### src/lane_codec_pkg.sv
/*
  Shared constants and carriers for the lane control word codec:
  symbol codes, word kinds, register layout and timing counts.
  Assumes decoded 8b/10b symbols (k flag plus eight data bits).
*/
`default_nettype none

package lane_codec_pkg;

  // ----------------------------------------------------------------
  // Symbols and words
  // ----------------------------------------------------------------
  // One decoded symbol; data is {y[2:0], x[4:0]} for Dx.y / Kx.y
  typedef struct packed {
    logic k;
    logic [7:0] data;
  } symbol_s;

  // Four symbols, index 0 is sent first
  typedef symbol_s [3:0] word_t;

  typedef enum logic [2:0] {
    WORD_NONE,
    WORD_ONE,
    WORD_TWO,
    WORD_THREE,
    WORD_STANDBY,
    WORD_LOSS
  } word_kind_e;

  localparam logic [7:0] K28_5 = 8'hBC;
  localparam logic [7:0] K28_7 = 8'hFC;
  localparam logic [7:0] LANE_LAYER_IDENTIFIER = 8'hCE;
  localparam logic [7:0] INVERTED_LANE_LAYER_IDENTIFIER = 8'h31;
  localparam logic [7:0] D6_2 = 8'h46;
  localparam logic [7:0] D25_5 = 8'hB9;
  localparam logic [7:0] D6_5 = 8'hA6;
  localparam logic [7:0] D25_2 = 8'h59;
  localparam logic [7:0] D24_1 = 8'h38;
  localparam logic [7:0] D30_3 = 8'h7E;
  localparam logic [7:0] D4_3 = 8'h64;

  // Capability symbol layout
  typedef struct packed {
    logic [4:0] reserved;
    logic scrambled;
    logic explicit_start;
    logic remote_flush;
  } capability_s;

  // ----------------------------------------------------------------
  // Registers
  // ----------------------------------------------------------------
  localparam logic [31:0] CONTROL_OFFSET = 32'h0000_0000;
  localparam logic [31:0] STATUS_OFFSET = 32'h0000_0004;

  typedef struct packed {
    logic [27:0] reserved;
    logic polarity_clear;
    logic remote_flush;
    logic scramble;
    logic explicit_start;
  } control_s;

  typedef struct packed {
    logic [19:0] reserved;
    logic [3:0] standby_heard;
    logic far_loss_reason;
    logic [2:0] far_capability;
    logic reserved_low;
    logic error_persist;
    logic loss_suppressed;
    logic polarity_swapped;
  } status_s;

  localparam control_s CONTROL_RESET = 32'h0000_0000;

  // ----------------------------------------------------------------
  // Counts and times
  // ----------------------------------------------------------------
  localparam logic [3:0] STANDBY_HEARD_LIMIT = 4'h8;
  localparam logic [4:0] STANDBY_SEND_COUNT = 5'h10;
  localparam logic [3:0] ERR_LIMIT = 4'h8;
  localparam int CLOCK_PERIOD_NS = 10;
  localparam int ERR_WINDOW_NS = 10000;
  localparam int ERR_WINDOW_CYCLES = ERR_WINDOW_NS / CLOCK_PERIOD_NS;
  localparam logic [9:0] ERR_WINDOW_LAST = 10'(ERR_WINDOW_CYCLES - 1);

endpackage

`default_nettype wire

### src/lane_control_word_codec.sv
/*
  Lane control word codec: builds handshake, standby and loss words
  for the transmit symbol stream and recognises them on receive,
  with receive polarity correction and an AHB-Lite register slave.
  Assumes an 8b/10b coder on each side, symbols synchronous to clock,
  and a single slave so hready equals hreadyout.
*/
`timescale 1ns/100ps
`default_nettype none

module lane_control_word_codec (
  input wire logic clock,
  input wire logic reset,
  input wire logic hsel,
  input wire logic [31:0] haddr,
  input wire logic [1:0] htrans,
  input wire logic hwrite,
  input wire logic [2:0] hsize,
  input wire logic [31:0] hwdata,
  input wire logic hready,
  output logic hreadyout,
  output logic hresp,
  output logic [31:0] hrdata,
  input wire logic word_req,
  input wire lane_codec_pkg::word_kind_e word_kind,
  output logic word_ack,
  input wire logic standby_req,
  input wire logic no_signal,
  input wire logic rx_error,
  output lane_codec_pkg::symbol_s tx_symbol,
  output logic tx_valid,
  input wire logic tx_ready,
  output logic driver_enable,
  input wire lane_codec_pkg::symbol_s rx_symbol,
  input wire logic rx_valid,
  output lane_codec_pkg::word_kind_e rx_word_kind,
  output logic rx_word_valid,
  output logic [2:0] rx_capability,
  output logic rx_loss_reason,
  output logic rx_flush,
  output logic polarity_swapped
);

  // ----------------------------------------------------------------
  // Register slave
  // ----------------------------------------------------------------
  lane_codec_pkg::control_s control;
  lane_codec_pkg::status_s status;
  logic addr_take;
  logic wr_pending;
  logic [31:0] wr_addr;
  logic polarity_clear;
  logic [3:0] standby_heard;
  logic loss_suppressed;
  logic error_persist;

  // Zero wait states, never an error; hsize is always a word
  assign hreadyout = 1'b1;
  assign hresp = 1'b0;
  assign addr_take = hsel && htrans[1] && hready;
  assign polarity_clear = wr_pending &&
    (wr_addr == lane_codec_pkg::CONTROL_OFFSET) && hwdata[3];

  // Address phase capture
  always_ff @(posedge clock) begin
    if (reset) begin
      wr_pending <= 1'b0;
      wr_addr <= 32'h0000_0000;
    end else begin
      wr_pending <= addr_take && hwrite;
      wr_addr <= haddr;
    end
  end

  // Read data settled at the address edge, stands through data phase
  always_ff @(posedge clock) begin
    if (reset) begin
      hrdata <= 32'h0000_0000;
    end else if (addr_take && !hwrite) begin
      if (haddr == lane_codec_pkg::CONTROL_OFFSET) begin
        hrdata <= {control[31:4], 1'b0, control[2:0]};
      end else if (haddr == lane_codec_pkg::STATUS_OFFSET) begin
        hrdata <= status;
      end else begin
        hrdata <= 32'h0000_0000; // Unmapped reads as zero
      end
    end
  end

  // Control write; the clear bit is a strobe, never stored
  always_ff @(posedge clock) begin
    if (reset) begin
      control <= lane_codec_pkg::CONTROL_RESET;
    end else if (wr_pending &&
                 (wr_addr == lane_codec_pkg::CONTROL_OFFSET)) begin
      control <= {28'h0000000, 1'b0, hwdata[2:0]};
    end
  end

  always_comb begin
    status = '0;
    status.standby_heard = standby_heard;
    status.far_loss_reason = rx_loss_reason;
    status.far_capability = rx_capability;
    status.error_persist = error_persist;
    status.loss_suppressed = loss_suppressed;
    status.polarity_swapped = polarity_swapped;
  end

  // ----------------------------------------------------------------
  // Word building
  // ----------------------------------------------------------------
  function automatic lane_codec_pkg::symbol_s dsym(input logic [7:0] d);
    dsym = {1'b0, d};
  endfunction

  function automatic lane_codec_pkg::symbol_s ksym(input logic [7:0] d);
    ksym = {1'b1, d};
  endfunction

  // Only normal forms exist here: inverted words cannot be built
  function automatic lane_codec_pkg::word_t build_word(
    input lane_codec_pkg::word_kind_e kind,
    input lane_codec_pkg::capability_s cap,
    input logic reason
  );
    lane_codec_pkg::symbol_s ident;
    ident = dsym(lane_codec_pkg::LANE_LAYER_IDENTIFIER);
    case (kind)
      lane_codec_pkg::WORD_ONE: begin
        build_word = {dsym(lane_codec_pkg::D6_2),
          dsym(lane_codec_pkg::D6_2), ident,
          ksym(lane_codec_pkg::K28_5)};
      end
      lane_codec_pkg::WORD_TWO: begin
        build_word = {dsym(lane_codec_pkg::D6_5),
          dsym(lane_codec_pkg::D6_5), ident,
          ksym(lane_codec_pkg::K28_5)};
      end
      lane_codec_pkg::WORD_THREE: begin
        build_word = {dsym(cap), dsym(lane_codec_pkg::D24_1),
          ident, ksym(lane_codec_pkg::K28_5)};
      end
      lane_codec_pkg::WORD_STANDBY: begin
        build_word = {dsym(lane_codec_pkg::D30_3),
          dsym(lane_codec_pkg::D30_3), ident,
          ksym(lane_codec_pkg::K28_7)};
      end
      lane_codec_pkg::WORD_LOSS: begin
        build_word = {dsym({7'h00, reason}),
          dsym(lane_codec_pkg::D4_3), ident,
          ksym(lane_codec_pkg::K28_7)};
      end
      default: begin
        build_word = '0;
      end
    endcase
  endfunction

  // ----------------------------------------------------------------
  // Transmit arbitration
  // ----------------------------------------------------------------
  lane_codec_pkg::word_t tx_word;
  lane_codec_pkg::word_kind_e tx_kind;
  lane_codec_pkg::word_kind_e next_kind;
  lane_codec_pkg::capability_s tx_cap;
  logic [1:0] tx_index;
  logic [4:0] standby_sent;
  logic can_load;
  logic loss_needed;
  logic loss_reason;
  logic req_ok;

  assign can_load = !tx_valid || (tx_ready && (tx_index == 2'h3));
  assign tx_symbol = tx_word[0];

  // Flags describe this end's own setup
  assign tx_cap = {5'h00, control.scramble, control.explicit_start,
                   control.remote_flush};

  // No signal outranks errors: without signal errors mean nothing
  assign loss_needed = no_signal || error_persist;
  assign loss_reason = !no_signal && error_persist;
  assign req_ok = word_req && (word_kind != lane_codec_pkg::WORD_NONE)
    && (word_kind != lane_codec_pkg::WORD_LOSS);

  // Standby first, then loss notice, then the lane logic's request
  always_comb begin
    next_kind = lane_codec_pkg::WORD_NONE;
    word_ack = 1'b0;
    if (standby_req) begin
      if (standby_sent < lane_codec_pkg::STANDBY_SEND_COUNT) begin
        next_kind = lane_codec_pkg::WORD_STANDBY;
      end
    end else if (loss_needed && !loss_suppressed) begin
      next_kind = lane_codec_pkg::WORD_LOSS;
    end else if (req_ok) begin
      next_kind = word_kind;
      word_ack = can_load;
    end
  end

  // Shift register: symbol 0 leaves first, one per accepted beat
  always_ff @(posedge clock) begin
    if (reset) begin
      tx_word <= '0;
      tx_valid <= 1'b0;
      tx_index <= 2'h0;
      tx_kind <= lane_codec_pkg::WORD_NONE;
    end else if (can_load) begin
      tx_word <= build_word(next_kind, tx_cap, loss_reason);
      tx_valid <= (next_kind != lane_codec_pkg::WORD_NONE);
      tx_index <= 2'h0;
      tx_kind <= next_kind;
    end else if (tx_ready) begin
      tx_word <= {9'h000, tx_word[3:1]};
      tx_index <= tx_index + 2'h1;
    end
  end

  // Standby words sent since the request rose
  always_ff @(posedge clock) begin
    if (reset || !standby_req) begin
      standby_sent <= 5'h00;
    end else if (can_load &&
                 (next_kind == lane_codec_pkg::WORD_STANDBY)) begin
      standby_sent <= standby_sent + 5'h01;
    end
  end

  // Driver goes off only once the warning words have all left
  always_ff @(posedge clock) begin
    if (reset) begin
      driver_enable <= 1'b1;
    end else begin
      driver_enable <= !(standby_req && can_load &&
        (standby_sent == lane_codec_pkg::STANDBY_SEND_COUNT));
    end
  end

  // ----------------------------------------------------------------
  // Receive error persistence
  // ----------------------------------------------------------------
  logic [9:0] err_window;
  logic [3:0] err_count;

  // Fixed windows: a burst split over two windows may go unseen
  always_ff @(posedge clock) begin
    if (reset) begin
      err_window <= 10'h000;
      err_count <= 4'h0;
      error_persist <= 1'b0;
    end else if (err_window == lane_codec_pkg::ERR_WINDOW_LAST) begin
      err_window <= 10'h000;
      err_count <= 4'h0;
      error_persist <= (err_count >= lane_codec_pkg::ERR_LIMIT);
    end else begin
      err_window <= err_window + 10'h001;
      if (rx_error && (err_count != 4'hF)) begin
        err_count <= err_count + 4'h1;
      end
    end
  end

  // ----------------------------------------------------------------
  // Receive assembly and recognition
  // ----------------------------------------------------------------
  lane_codec_pkg::symbol_s [2:0] rx_buf;
  lane_codec_pkg::symbol_s rx_fixed;
  lane_codec_pkg::word_t rx_word;
  lane_codec_pkg::word_kind_e found_kind;
  logic [1:0] rx_count;
  logic rx_active;
  logic rx_comma;
  logic rx_finish;
  logic found_inverted;

  // K symbols stay as sent: the init comma reads the same inverted
  always_comb begin
    rx_fixed = rx_symbol;
    if (polarity_swapped && !rx_symbol.k) begin
      rx_fixed.data = ~rx_symbol.data;
    end
  end

  assign rx_comma = rx_symbol.k && ((rx_symbol.data ==
    lane_codec_pkg::K28_5) || (rx_symbol.data == lane_codec_pkg::K28_7));
  assign rx_finish = rx_valid && !rx_comma && rx_active &&
                     (rx_count == 2'h3);
  assign rx_word = {rx_fixed, rx_buf[2], rx_buf[1], rx_buf[0]};

  // A comma restarts the word, so a torn word is simply dropped
  always_ff @(posedge clock) begin
    if (reset) begin
      rx_buf <= '0;
      rx_count <= 2'h0;
      rx_active <= 1'b0;
    end else if (rx_valid) begin
      if (rx_comma) begin
        rx_buf[0] <= rx_fixed;
        rx_count <= 2'h1;
        rx_active <= 1'b1;
      end else if (rx_finish) begin
        rx_count <= 2'h0;
        rx_active <= 1'b0;
      end else if (rx_active) begin
        rx_buf[rx_count] <= rx_fixed;
        rx_count <= rx_count + 2'h1;
      end
    end
  end

  // Recognise a complete word; other lane words give WORD_NONE
  always_comb begin
    logic init_comma;
    logic normal_id;
    logic inv_id;
    logic pair;
    init_comma = rx_word[0].data == lane_codec_pkg::K28_5;
    normal_id = !rx_word[1].k &&
      (rx_word[1].data == lane_codec_pkg::LANE_LAYER_IDENTIFIER);
    inv_id = !rx_word[1].k && !polarity_swapped && (rx_word[1].data ==
      lane_codec_pkg::INVERTED_LANE_LAYER_IDENTIFIER);
    pair = !rx_word[2].k && !rx_word[3].k &&
      (rx_word[2].data == rx_word[3].data);
    found_kind = lane_codec_pkg::WORD_NONE;
    found_inverted = 1'b0;
    if (init_comma && normal_id && pair &&
        (rx_word[2].data == lane_codec_pkg::D6_2)) begin
      found_kind = lane_codec_pkg::WORD_ONE;
    end else if (init_comma && normal_id && pair &&
                 (rx_word[2].data == lane_codec_pkg::D6_5)) begin
      found_kind = lane_codec_pkg::WORD_TWO;
    end else if (init_comma && normal_id && !rx_word[3].k &&
                 (rx_word[2].data == lane_codec_pkg::D24_1)) begin
      found_kind = lane_codec_pkg::WORD_THREE;
    end else if (init_comma && inv_id && pair &&
                 (rx_word[2].data == lane_codec_pkg::D25_5)) begin
      found_kind = lane_codec_pkg::WORD_ONE;
      found_inverted = 1'b1;
    end else if (init_comma && inv_id && pair &&
                 (rx_word[2].data == lane_codec_pkg::D25_2)) begin
      found_kind = lane_codec_pkg::WORD_TWO;
      found_inverted = 1'b1;
    end else if (!init_comma && normal_id && pair &&
                 (rx_word[2].data == lane_codec_pkg::D30_3)) begin
      found_kind = lane_codec_pkg::WORD_STANDBY;
    end else if (!init_comma && normal_id && !rx_word[3].k &&
                 (rx_word[2].data == lane_codec_pkg::D4_3)) begin
      found_kind = lane_codec_pkg::WORD_LOSS;
    end
  end

  // Word report and flag capture; reserved bits are dropped
  always_ff @(posedge clock) begin
    if (reset) begin
      rx_word_valid <= 1'b0;
      rx_word_kind <= lane_codec_pkg::WORD_NONE;
      rx_capability <= 3'h0;
      rx_loss_reason <= 1'b0;
      rx_flush <= 1'b0;
    end else begin
      rx_word_valid <= rx_finish &&
        (found_kind != lane_codec_pkg::WORD_NONE);
      rx_flush <= rx_finish && rx_word[3].data[0] &&
        (found_kind == lane_codec_pkg::WORD_THREE);
      if (rx_finish) begin
        rx_word_kind <= found_kind;
      end
      if (rx_finish && (found_kind == lane_codec_pkg::WORD_THREE)) begin
        rx_capability <= rx_word[3].data[2:0];
      end
      if (rx_finish && (found_kind == lane_codec_pkg::WORD_LOSS)) begin
        rx_loss_reason <= rx_word[3].data[0];
      end
    end
  end

  // Swap detection wins over a software clear in the same cycle
  always_ff @(posedge clock) begin
    if (reset) begin
      polarity_swapped <= 1'b0;
    end else if (rx_finish && found_inverted) begin
      polarity_swapped <= 1'b1;
    end else if (polarity_clear) begin
      polarity_swapped <= 1'b0;
    end
  end

  // Consecutive standby words heard; any other word resets the run
  always_ff @(posedge clock) begin
    if (reset) begin
      standby_heard <= 4'h0;
    end else if (rx_finish) begin
      if (found_kind != lane_codec_pkg::WORD_STANDBY) begin
        standby_heard <= 4'h0;
      end else if (standby_heard != lane_codec_pkg::STANDBY_HEARD_LIMIT)
      begin
        standby_heard <= standby_heard + 4'h1;
      end
    end
  end

  assign loss_suppressed =
    (standby_heard == lane_codec_pkg::STANDBY_HEARD_LIMIT);

  // ----------------------------------------------------------------
  // Assertions
  // ----------------------------------------------------------------
  property p_comma_first;
    @(posedge clock) disable iff (reset)
    tx_valid && (tx_index == 2'h0) |-> tx_symbol.k;
  endproperty
  a_comma_first: assert property (p_comma_first)
    else $error("word does not start with a comma");

  property p_ident_second;
    @(posedge clock) disable iff (reset)
    tx_valid && (tx_index == 2'h1) |->
      !tx_symbol.k && (tx_symbol.data == 8'hCE);
  endproperty
  a_ident_second: assert property (p_ident_second)
    else $error("second symbol is not the identifier");

  property p_repeat_fourth;
    @(posedge clock) disable iff (reset)
    tx_valid && (tx_index == 2'h3) && $past(tx_index) == 2'h2 &&
      (tx_kind == lane_codec_pkg::WORD_ONE) |->
      tx_symbol == $past(tx_symbol) && tx_symbol.data == 8'h46;
  endproperty
  a_repeat_fourth: assert property (p_repeat_fourth)
    else $error("fourth symbol does not repeat the third");

  property p_no_inverted_id;
    @(posedge clock) disable iff (reset)
    tx_valid |-> (tx_symbol.data != 8'h31) || tx_symbol.k;
  endproperty
  a_no_inverted_id: assert property (p_no_inverted_id)
    else $error("inverted identifier transmitted");

  property p_cap_reserved;
    @(posedge clock) disable iff (reset)
    tx_valid && (tx_index == 2'h3) &&
      (tx_kind == lane_codec_pkg::WORD_THREE) |->
      tx_symbol.data[7:3] == 5'h00;
  endproperty
  a_cap_reserved: assert property (p_cap_reserved)
    else $error("capability reserved bits not zero");

  property p_reason_reserved;
    @(posedge clock) disable iff (reset)
    tx_valid && (tx_index == 2'h3) &&
      (tx_kind == lane_codec_pkg::WORD_LOSS) |->
      tx_symbol.data[7:1] == 7'h00;
  endproperty
  a_reason_reserved: assert property (p_reason_reserved)
    else $error("loss reason reserved bits not zero");

  property p_flush;
    @(posedge clock) disable iff (reset)
    rx_finish && (found_kind == lane_codec_pkg::WORD_THREE) |->
      ##1 (rx_flush == $past(rx_word[3].data[0]));
  endproperty
  a_flush: assert property (p_flush)
    else $error("flush does not follow the flag");

  property p_driver_off;
    @(posedge clock) disable iff (reset)
    $fell(driver_enable) |-> (standby_sent == 5'h10) && !tx_valid;
  endproperty
  a_driver_off: assert property (p_driver_off)
    else $error("driver off before standby words sent");

  property p_loss_sent;
    @(posedge clock) disable iff (reset)
    loss_needed && !loss_suppressed && !standby_req && !tx_valid |->
      ##1 tx_valid && (tx_kind == lane_codec_pkg::WORD_LOSS);
  endproperty
  a_loss_sent: assert property (p_loss_sent)
    else $error("loss word not started");

  property p_suppress;
    @(posedge clock) disable iff (reset)
    loss_suppressed && can_load |=>
      tx_kind != lane_codec_pkg::WORD_LOSS;
  endproperty
  a_suppress: assert property (p_suppress)
    else $error("loss word sent after standby run");

  property p_swap;
    @(posedge clock) disable iff (reset)
    rx_finish && found_inverted |=> polarity_swapped && rx_word_valid;
  endproperty
  a_swap: assert property (p_swap)
    else $error("inverted word did not set swap");

  c_standby_off: cover property (@(posedge clock) disable iff (reset)
    $fell(driver_enable));
  c_swap: cover property (@(posedge clock) disable iff (reset)
    $rose(polarity_swapped));
  c_flush: cover property (@(posedge clock) disable iff (reset)
    rx_flush);
  c_suppress: cover property (@(posedge clock) disable iff (reset)
    loss_suppressed && loss_needed);

endmodule // lane_control_word_codec

`default_nettype wire

### config.mk
export PLATFORM = sky130hd
export DESIGN_NAME = lane_control_word_codec
export DESIGN_NICKNAME = d
export VERILOG_FILES = /design/src/lane_codec_pkg.sv /design/src/lane_control_word_codec.sv
export SDC_FILE = /design/constraint.sdc
export NUM_CORES = 1
export LEC_CHECK = 0
export BUFFER_PORTS_ARGS = -buffer_cell sky130_fd_sc_hd__buf_2
export CORE_MARGIN = 5
export CORE_UTILIZATION = 40
export CTS_CLUSTER_DIAMETER = 120
export CTS_CLUSTER_SIZE = 40
export DETAILED_ROUTE_END_ITERATION = 10
export PLACE_DENSITY = 0.59
export SLEW_MARGIN = 20
export SYNTH_ARGS = -nofsm -noshare
export SYNTH_HDL_FRONTEND = slang
export SYNTH_SLANG_ARGS = --single-unit
### constraint.sdc
create_clock -name clock -period 2.4 [get_ports clock]
set_input_delay 0.12 -clock clock [delete_from_list [all_inputs] [get_ports clock]]
set_output_delay 0.12 -clock clock [all_outputs]
set_load 0.01 [all_outputs]
# Word-level counts from Yosys, hierarchy flattened
# Index checks and enable logic that the tools add are counted.
# W data, S select, Z words.
# word_totals
register_bits	172
inputBits	92
out_inout_bits	56
# classes
add_sub_neg	6
magnitude_cmp	4
eq_ne	31
muxes	40
n_bitwise	3
n_reduce_logical	81
# ops
op	count
$pmux W35 S5	1
$mux W36	2
$logic_not A32 Y1	2
$eq A8 B8 Y1 const B	6
$logic_and A1 B1 Y1	47
$mux W9	4
$mux W3	11
$eq A32 B3 Y1 const B	1
$eq A8 B7 Y1 const B	4
$bwmux W27	1
$mux W12	2
$demux W9 S2	1
$eq A8 B6 Y1 const B	2
$logic_not A1 Y1	12
$mux W1	12
$reduce_bool A3 Y1	4
$add A10 B1 Y10 const B	1
$eq A10 B10 Y1 const B	1
$reduce_bool A2 Y1	5
$eq A3 B2 Y1 const B	3
$eq A3 B3 Y1 const B	3
$add A4 B1 Y4 const B	2
$eq A8 B8 Y1	1
$mux W4	2
22 further kinds	35

# Depth between registers and ports, before layout
# depth
depth_word	16
mapped_depth	11
mapped_depth_nobuf	9

# Worst setup path before layout
# OpenSTA, ideal clock, no wires.
# synth_timing
path_kind	register to register
start	reg standby_heard[0]
end	reg tx_word[32] (netlist name)
arrival_ns	2.075
path_slack_ns	0.254
stages_incl_launch_ff	12
n_path_buf	2
period_less_slack_ns	2.146
path_cell_list	dfxtp_1 > inv_1 > ha_1 > and3b_1 > clkbuf_1 > o21a_1 > nand3_1 > a21oi_1 > o21a_1 > buf_2 > o211ai_1 > a21oi_1
# synth_between
elab_chain_cells	8
word_cells_on_any_way	12
# synth_rtl
element	line	text
start: declaration	lane_control_word_codec.sv:53	logic [3:0] standby_heard;
start signal: assignment	lane_control_word_codec.sv:399	standby_heard <= standby_heard + 4'h1;
$eq A4 B4 Y1 *	lane_control_word_codec.sv:405	(standby_heard == lane_codec_pkg::STANDBY_HEARD_LIMIT);
$logic_not A1 Y1 *	lane_control_word_codec.sv:195	end else if (loss_needed && !loss_suppressed) begin
$logic_and A1 B1 Y1 *	lane_control_word_codec.sv:195	
$mux W3 *	lane_control_word_codec.sv:195	
$mux W3 *	lane_control_word_codec.sv:191	if (standby_req) begin
$eq A3 B3 Y1, or another cell as far along	lane_control_word_codec.sv:129	case (kind)
$pmux W35 S5 *	lane_control_word_codec.sv:129	
$mux W36 *	lane_control_word_codec.sv:210	end else if (can_load) begin
end signal: assignment	lane_control_word_codec.sv:211	tx_word <= build_word(next_kind, tx_cap, loss_reason);
end signal: assignment	lane_control_word_codec.sv:216	tx_word <= {9'h000, tx_word[3:1]};
end: declaration	lane_control_word_codec.sv:163	lane_codec_pkg::word_t tx_word;
# Mark *: on every way between the ends. The rest lies on a longest branch, timed or not.
# A chain may end at the register's enable or synchronous reset.

# Worst setup path in the final report
# layout_timing
start	reg rx_buf[19] (netlist name)
end	reg rx_capability[1]
# layout_between
elab_chain_cells	12
word_cells_on_any_way	28
# layout_rtl
element	line	text
start: declaration	lane_control_word_codec.sv:268	lane_codec_pkg::symbol_s [2:0] rx_buf;
start signal: indexed assignment	lane_control_word_codec.sv:307	rx_buf[rx_count] <= rx_fixed;
$eq A8 B8 Y1	lane_control_word_codec.sv:325	(rx_word[2].data == rx_word[3].data);
$logic_and A1 B1 Y1	lane_control_word_codec.sv:324	pair = !rx_word[2].k && !rx_word[3].k &&
$logic_and A1 B1 Y1 (2 in a row)	lane_control_word_codec.sv:345	end else if (!init_comma && normal_id && pair &&
$mux W3	lane_control_word_codec.sv:345	
$mux W3	lane_control_word_codec.sv:341	end else if (init_comma && inv_id && pair &&
$mux W3	lane_control_word_codec.sv:337	end else if (init_comma && inv_id && pair &&
$mux W3	lane_control_word_codec.sv:334	end else if (init_comma && normal_id && !rx_word[3].k &&
$mux W3	lane_control_word_codec.sv:331	end else if (init_comma && normal_id && pair &&
$mux W3 *	lane_control_word_codec.sv:328	if (init_comma && normal_id && pair &&
$eq A3 B2 Y1 *	lane_control_word_codec.sv:370	if (rx_finish && (found_kind == lane_codec_pkg::WORD_THREE)) begin
$logic_and A1 B1 Y1 *	lane_control_word_codec.sv:370	
end signal: assignment	lane_control_word_codec.sv:371	rx_capability <= rx_word[3].data[2:0];
end: declaration	lane_control_word_codec.sv:38	output logic [2:0] rx_capability,
# Marks and branches as above.

==> results.yml <==
job:
  maxCapViolCount: 0
synthesis:
  yosysSeqAreaShare: 0.4592
  async_flop_share: 0
  syn_inst: 714
  synthFlopType: "dfxtp_1"
  ys_ff_latch: 145
  syn_area_per_cell_um2: 8.853
  synth_area_um2: 6321
  yosysTopAreaCellShare: 0.4592
  synth_edf_count: 0
  synth_warnings: 0
  yosys-top-cells-area: "dfxtp_1 46%, nor2_1 7.2%, buf_4 3.9%"
  synth_cell_type_count: 58
  synth_largest_area_cell: "dfxtp_1"
clock_tree:
  insertion_delay_ns: 0.42
  cts_max_level: 4
  cts_buffer_depth: 2
  clk_pin_slew_worst_paths_ns: 0.06
  cts_sinks: 145
  cts_setup_buffers: 0
  cts_buffers: 17
  ctsRootBufferMaster: "clkbuf_16"
  cts_tree: "done"
drt:
  routed_wl_um: 16000
  final_antenna_net_count: 0
  wl_per_cell_um: 14.86
  vias_per_cell: 5.118
  drc: 0
  drt_iter0_drc: 345
  first_pass_iters: 5
  vias: 5512
placement:
  dp_hpwl_um: 11530
  port_buffers: 92
  dp.cells: 1004
  place.gp.congestion: 0.8861
run_status:
  status: "completed"
finish:
  drive_gt1_frac: 0.1905
  fill_cells: 1499
  nNetsFinal: 952
  instances_no_fill: 1077
  syn_to_final_growth_pct: 26.50
  antenna_cells: 0
floorplan:
  die_w_um: 135.7
  design.core.area_um2: 15710
  initial_core_util: 0.4023
  dieArea_um2: 18420
  io-pin-count: 148
  row_count: 46
  die_y_um: 135.7
setup_path:
  rr_endpoint: "rx_capability[1]$_SDFFE_PP0P_"
  worstSetupPathType: "reg -> reg"
  arrival_ns: 2.61
  startpoint_type: "flop"
  cp_max_fo: 10
  r2r_slack_ns: 0.12
  reg2reg_depth: 7
  required_ns: 2.73
  r2r_start: "rx_buf[19]$_SDFFE_PP0P_"
  cp-end-kind: "flop"
timing:
  grt_setup_unrepaired: "no"
  period_share: 0.9500
  slew_headroom: 0.5100
  setup_viol: 0
  slew_viol_final: 0
  worst_slew_pin_slew_ns: 0.7298
  setup_tns_ns: 0
  hold_violations: 0
  max_freq_mhz: 438.6
  period_minus_slack_ns: 2.280
  clock_skew_ns: 0.008847
global_routing:
  gr-total-overflow: 0
  grt_max_degree: 53
  grt_use_total: 0.1802
  antenna_found_initial: 0
  grt_first_pass_wirelength_um: 26300
  grt_pass1_vias: 5470
pwr:
  p_per_area_nw_per_um2: 698.3
  ir_drop_mv: 0.5013
  power.leakage_nw: 3.182
  fin_total_pwr_mw: 5.584
min_path:
  worstHoldPathCells: 3
  hold_end: "tx_valid$_SDFFE_PP0N_"
  min_path_type: "in -> reg"
  worstHoldStart: "word_kind[1]"
==> layer usage <==
metal  up-vias  wire, um  track usage
met5         -         0            0
met4         0       524      0.08231
met3        42       842      0.04198
met2       164      7924       0.3084
met1      2592      6708       0.2146
li1       2714         -            -
==> sequential cells by signal, summed over array words and instances (netlist names), 4 cells and up <==
signal	cells
err_count	4
err_window	10
hrdata	11
rx_buf	26
standby_heard	4
standby_sent	5
tx_symbol	9
tx_word	22
wr_addr	32
==> cells in the mapped netlist, drive strengths merged, types with 3 or more instances <==
library cell and count:
a211oi 31, nand4 12, xor2 12, nor2b 37, nor4 18, o21ai 11
mux2i 20, o21a 3, clkbuf 27, nor3b 4, a311oi 3, a22oi 14
dfxtp 145, a21oi 38, nand2 36, ha 12, or4 6, nor2 122
nor4b 4, nand3 13, or2 3, buf 37, nand3b 4, or3 3
inv 15, nand4b 3, and3 3, nor3 26, xnor2 21, nand2b 5
==> placed cells by master, fill, tap and decap left out, drive strengths merged, types with 3 or more instances in the layout <==
cell | synthesis | layout
ha | 12 | 12
nor4 | 18 | 18
clkbuf | 27 | 22
inv | 15 | 17
a21oi | 38 | 38
o21ai | 11 | 11
clkinv | 0 | 5
conb | 2 | 23
nor2 | 122 | 122
xor2 | 12 | 12
nand2 | 36 | 36
a22oi | 14 | 14
or3 | 3 | 3
nand3b | 4 | 4
nor2b | 37 | 37
nor3b | 4 | 4
nand2b | 5 | 5
xnor2 | 21 | 21
a211oi | 31 | 31
buf | 37 | 117
dlygate4sd3 | 0 | 41
nand4b | 3 | 3
or4 | 6 | 6
or2 | 3 | 3
dfxtp | 145 | 145
a311oi | 3 | 3
nor3 | 26 | 26
o21a | 3 | 3
mux2i | 20 | 20
nand3 | 13 | 13
nand4 | 12 | 12
nor4b | 4 | 4
and3 | 3 | 3
==> metrics by stage <==
| step | util | instance area [um^2] | hold WS [ns] | worst slack, ns |
|---|---|---|---|---|
| after floorplan | - | 6400 | 0.2482 | 0.2544 |
| final | 0.5089 | 7996 | 0.06525 | 0.1200 |
| after global routing | 0.5089 | 7996 | 0.06949 | 0.008718 |
| after CTS | 0.5068 | 7964 | 0.04040 | 0.06982 |
| after detailed placement | 0.4426 | 6954 | 0.3557 | 0.09216 |
| after global placement | 0.4426 | 6954 | 0.3503 | 0.1411 |
==> critical path, cell delays in order, from the launching register on <==
cell and delay [ns]:
dfxtp_1 0.44, xnor2_1 0.13, or4_4 0.55, mux2i_4 0.21, o2111ai_2 0.20, a21oi_4 0.31, a21oi_1 0.12, a311oi_1 0.23
==> layout make-up <==
| cell class | instances | area [um^2] | area share |
|---|---|---|---|
| Sequential cell | 145 | 2903 | 0.3630 |
| Multi-Input combinational cell | 511 | 3107 | 0.3885 |
| Tap cell | 216 | 270.3 | 0.03380 |
| Clock inverter | 10 | 125.1 | 0.01565 |
| Timing Repair Buffer | 158 | 1061 | 0.1327 |
| Inverter | 15 | 56.30 | 0.007041 |
| Clock buffer | 22 | 474.2 | 0.05930 |
==> how the worst max path moves through the flow <==
stage / slack (ns) / from / endpoint / cells after the start
floorplan: 0.25 / standby_heard[0]$_SDFFE_PP0P_ / tx_word[32]$_SDFFE_PP0P_ / 11
global placement: 0.14 / rx_buf[19]$_SDFFE_PP0P_ / rx_capability[1]$_SDFFE_PP0P_ / 7
detailed placement: 0.09 / rx_buf[19]$_SDFFE_PP0P_ / rx_capability[1]$_SDFFE_PP0P_ / 7
CTS: 0.07 / rx_buf[19]$_SDFFE_PP0P_ / rx_capability[1]$_SDFFE_PP0P_ / 7
global route: 0.009 / rx_buf[19]$_SDFFE_PP0P_ / rx_capability[2]$_SDFFE_PP0P_ / 7
finish: 0.12 / rx_buf[19]$_SDFFE_PP0P_ / rx_capability[1]$_SDFFE_PP0P_ / 7
==> cells by family after synthesis <==
group	count (synthesis)	share of synthesized area
buf+inv	79	0.06690
fa+ha+maj	12	0.02375
simple gates	309	0.2480
xor+xnor	33	0.04572
mux	21	0.03543
other cells	2	0.001188
flops	145	0.4592
compound gates	113	0.1198
==> where the power goes <==
part,total [mW],switching [mW],internal [mW]
sequential,2.52,0.0336,2.48
clock,2.64,1.02,1.62
combinational,0.427,0.235,0.191
==> timing repair <==
action	in CTS	in global routing
resized for setup	0	8
hold buffers	41	0
endpoints found under the hold margin	39	0
setup endpoints to repair	0	13
Power figures use the tool's default switching activity.
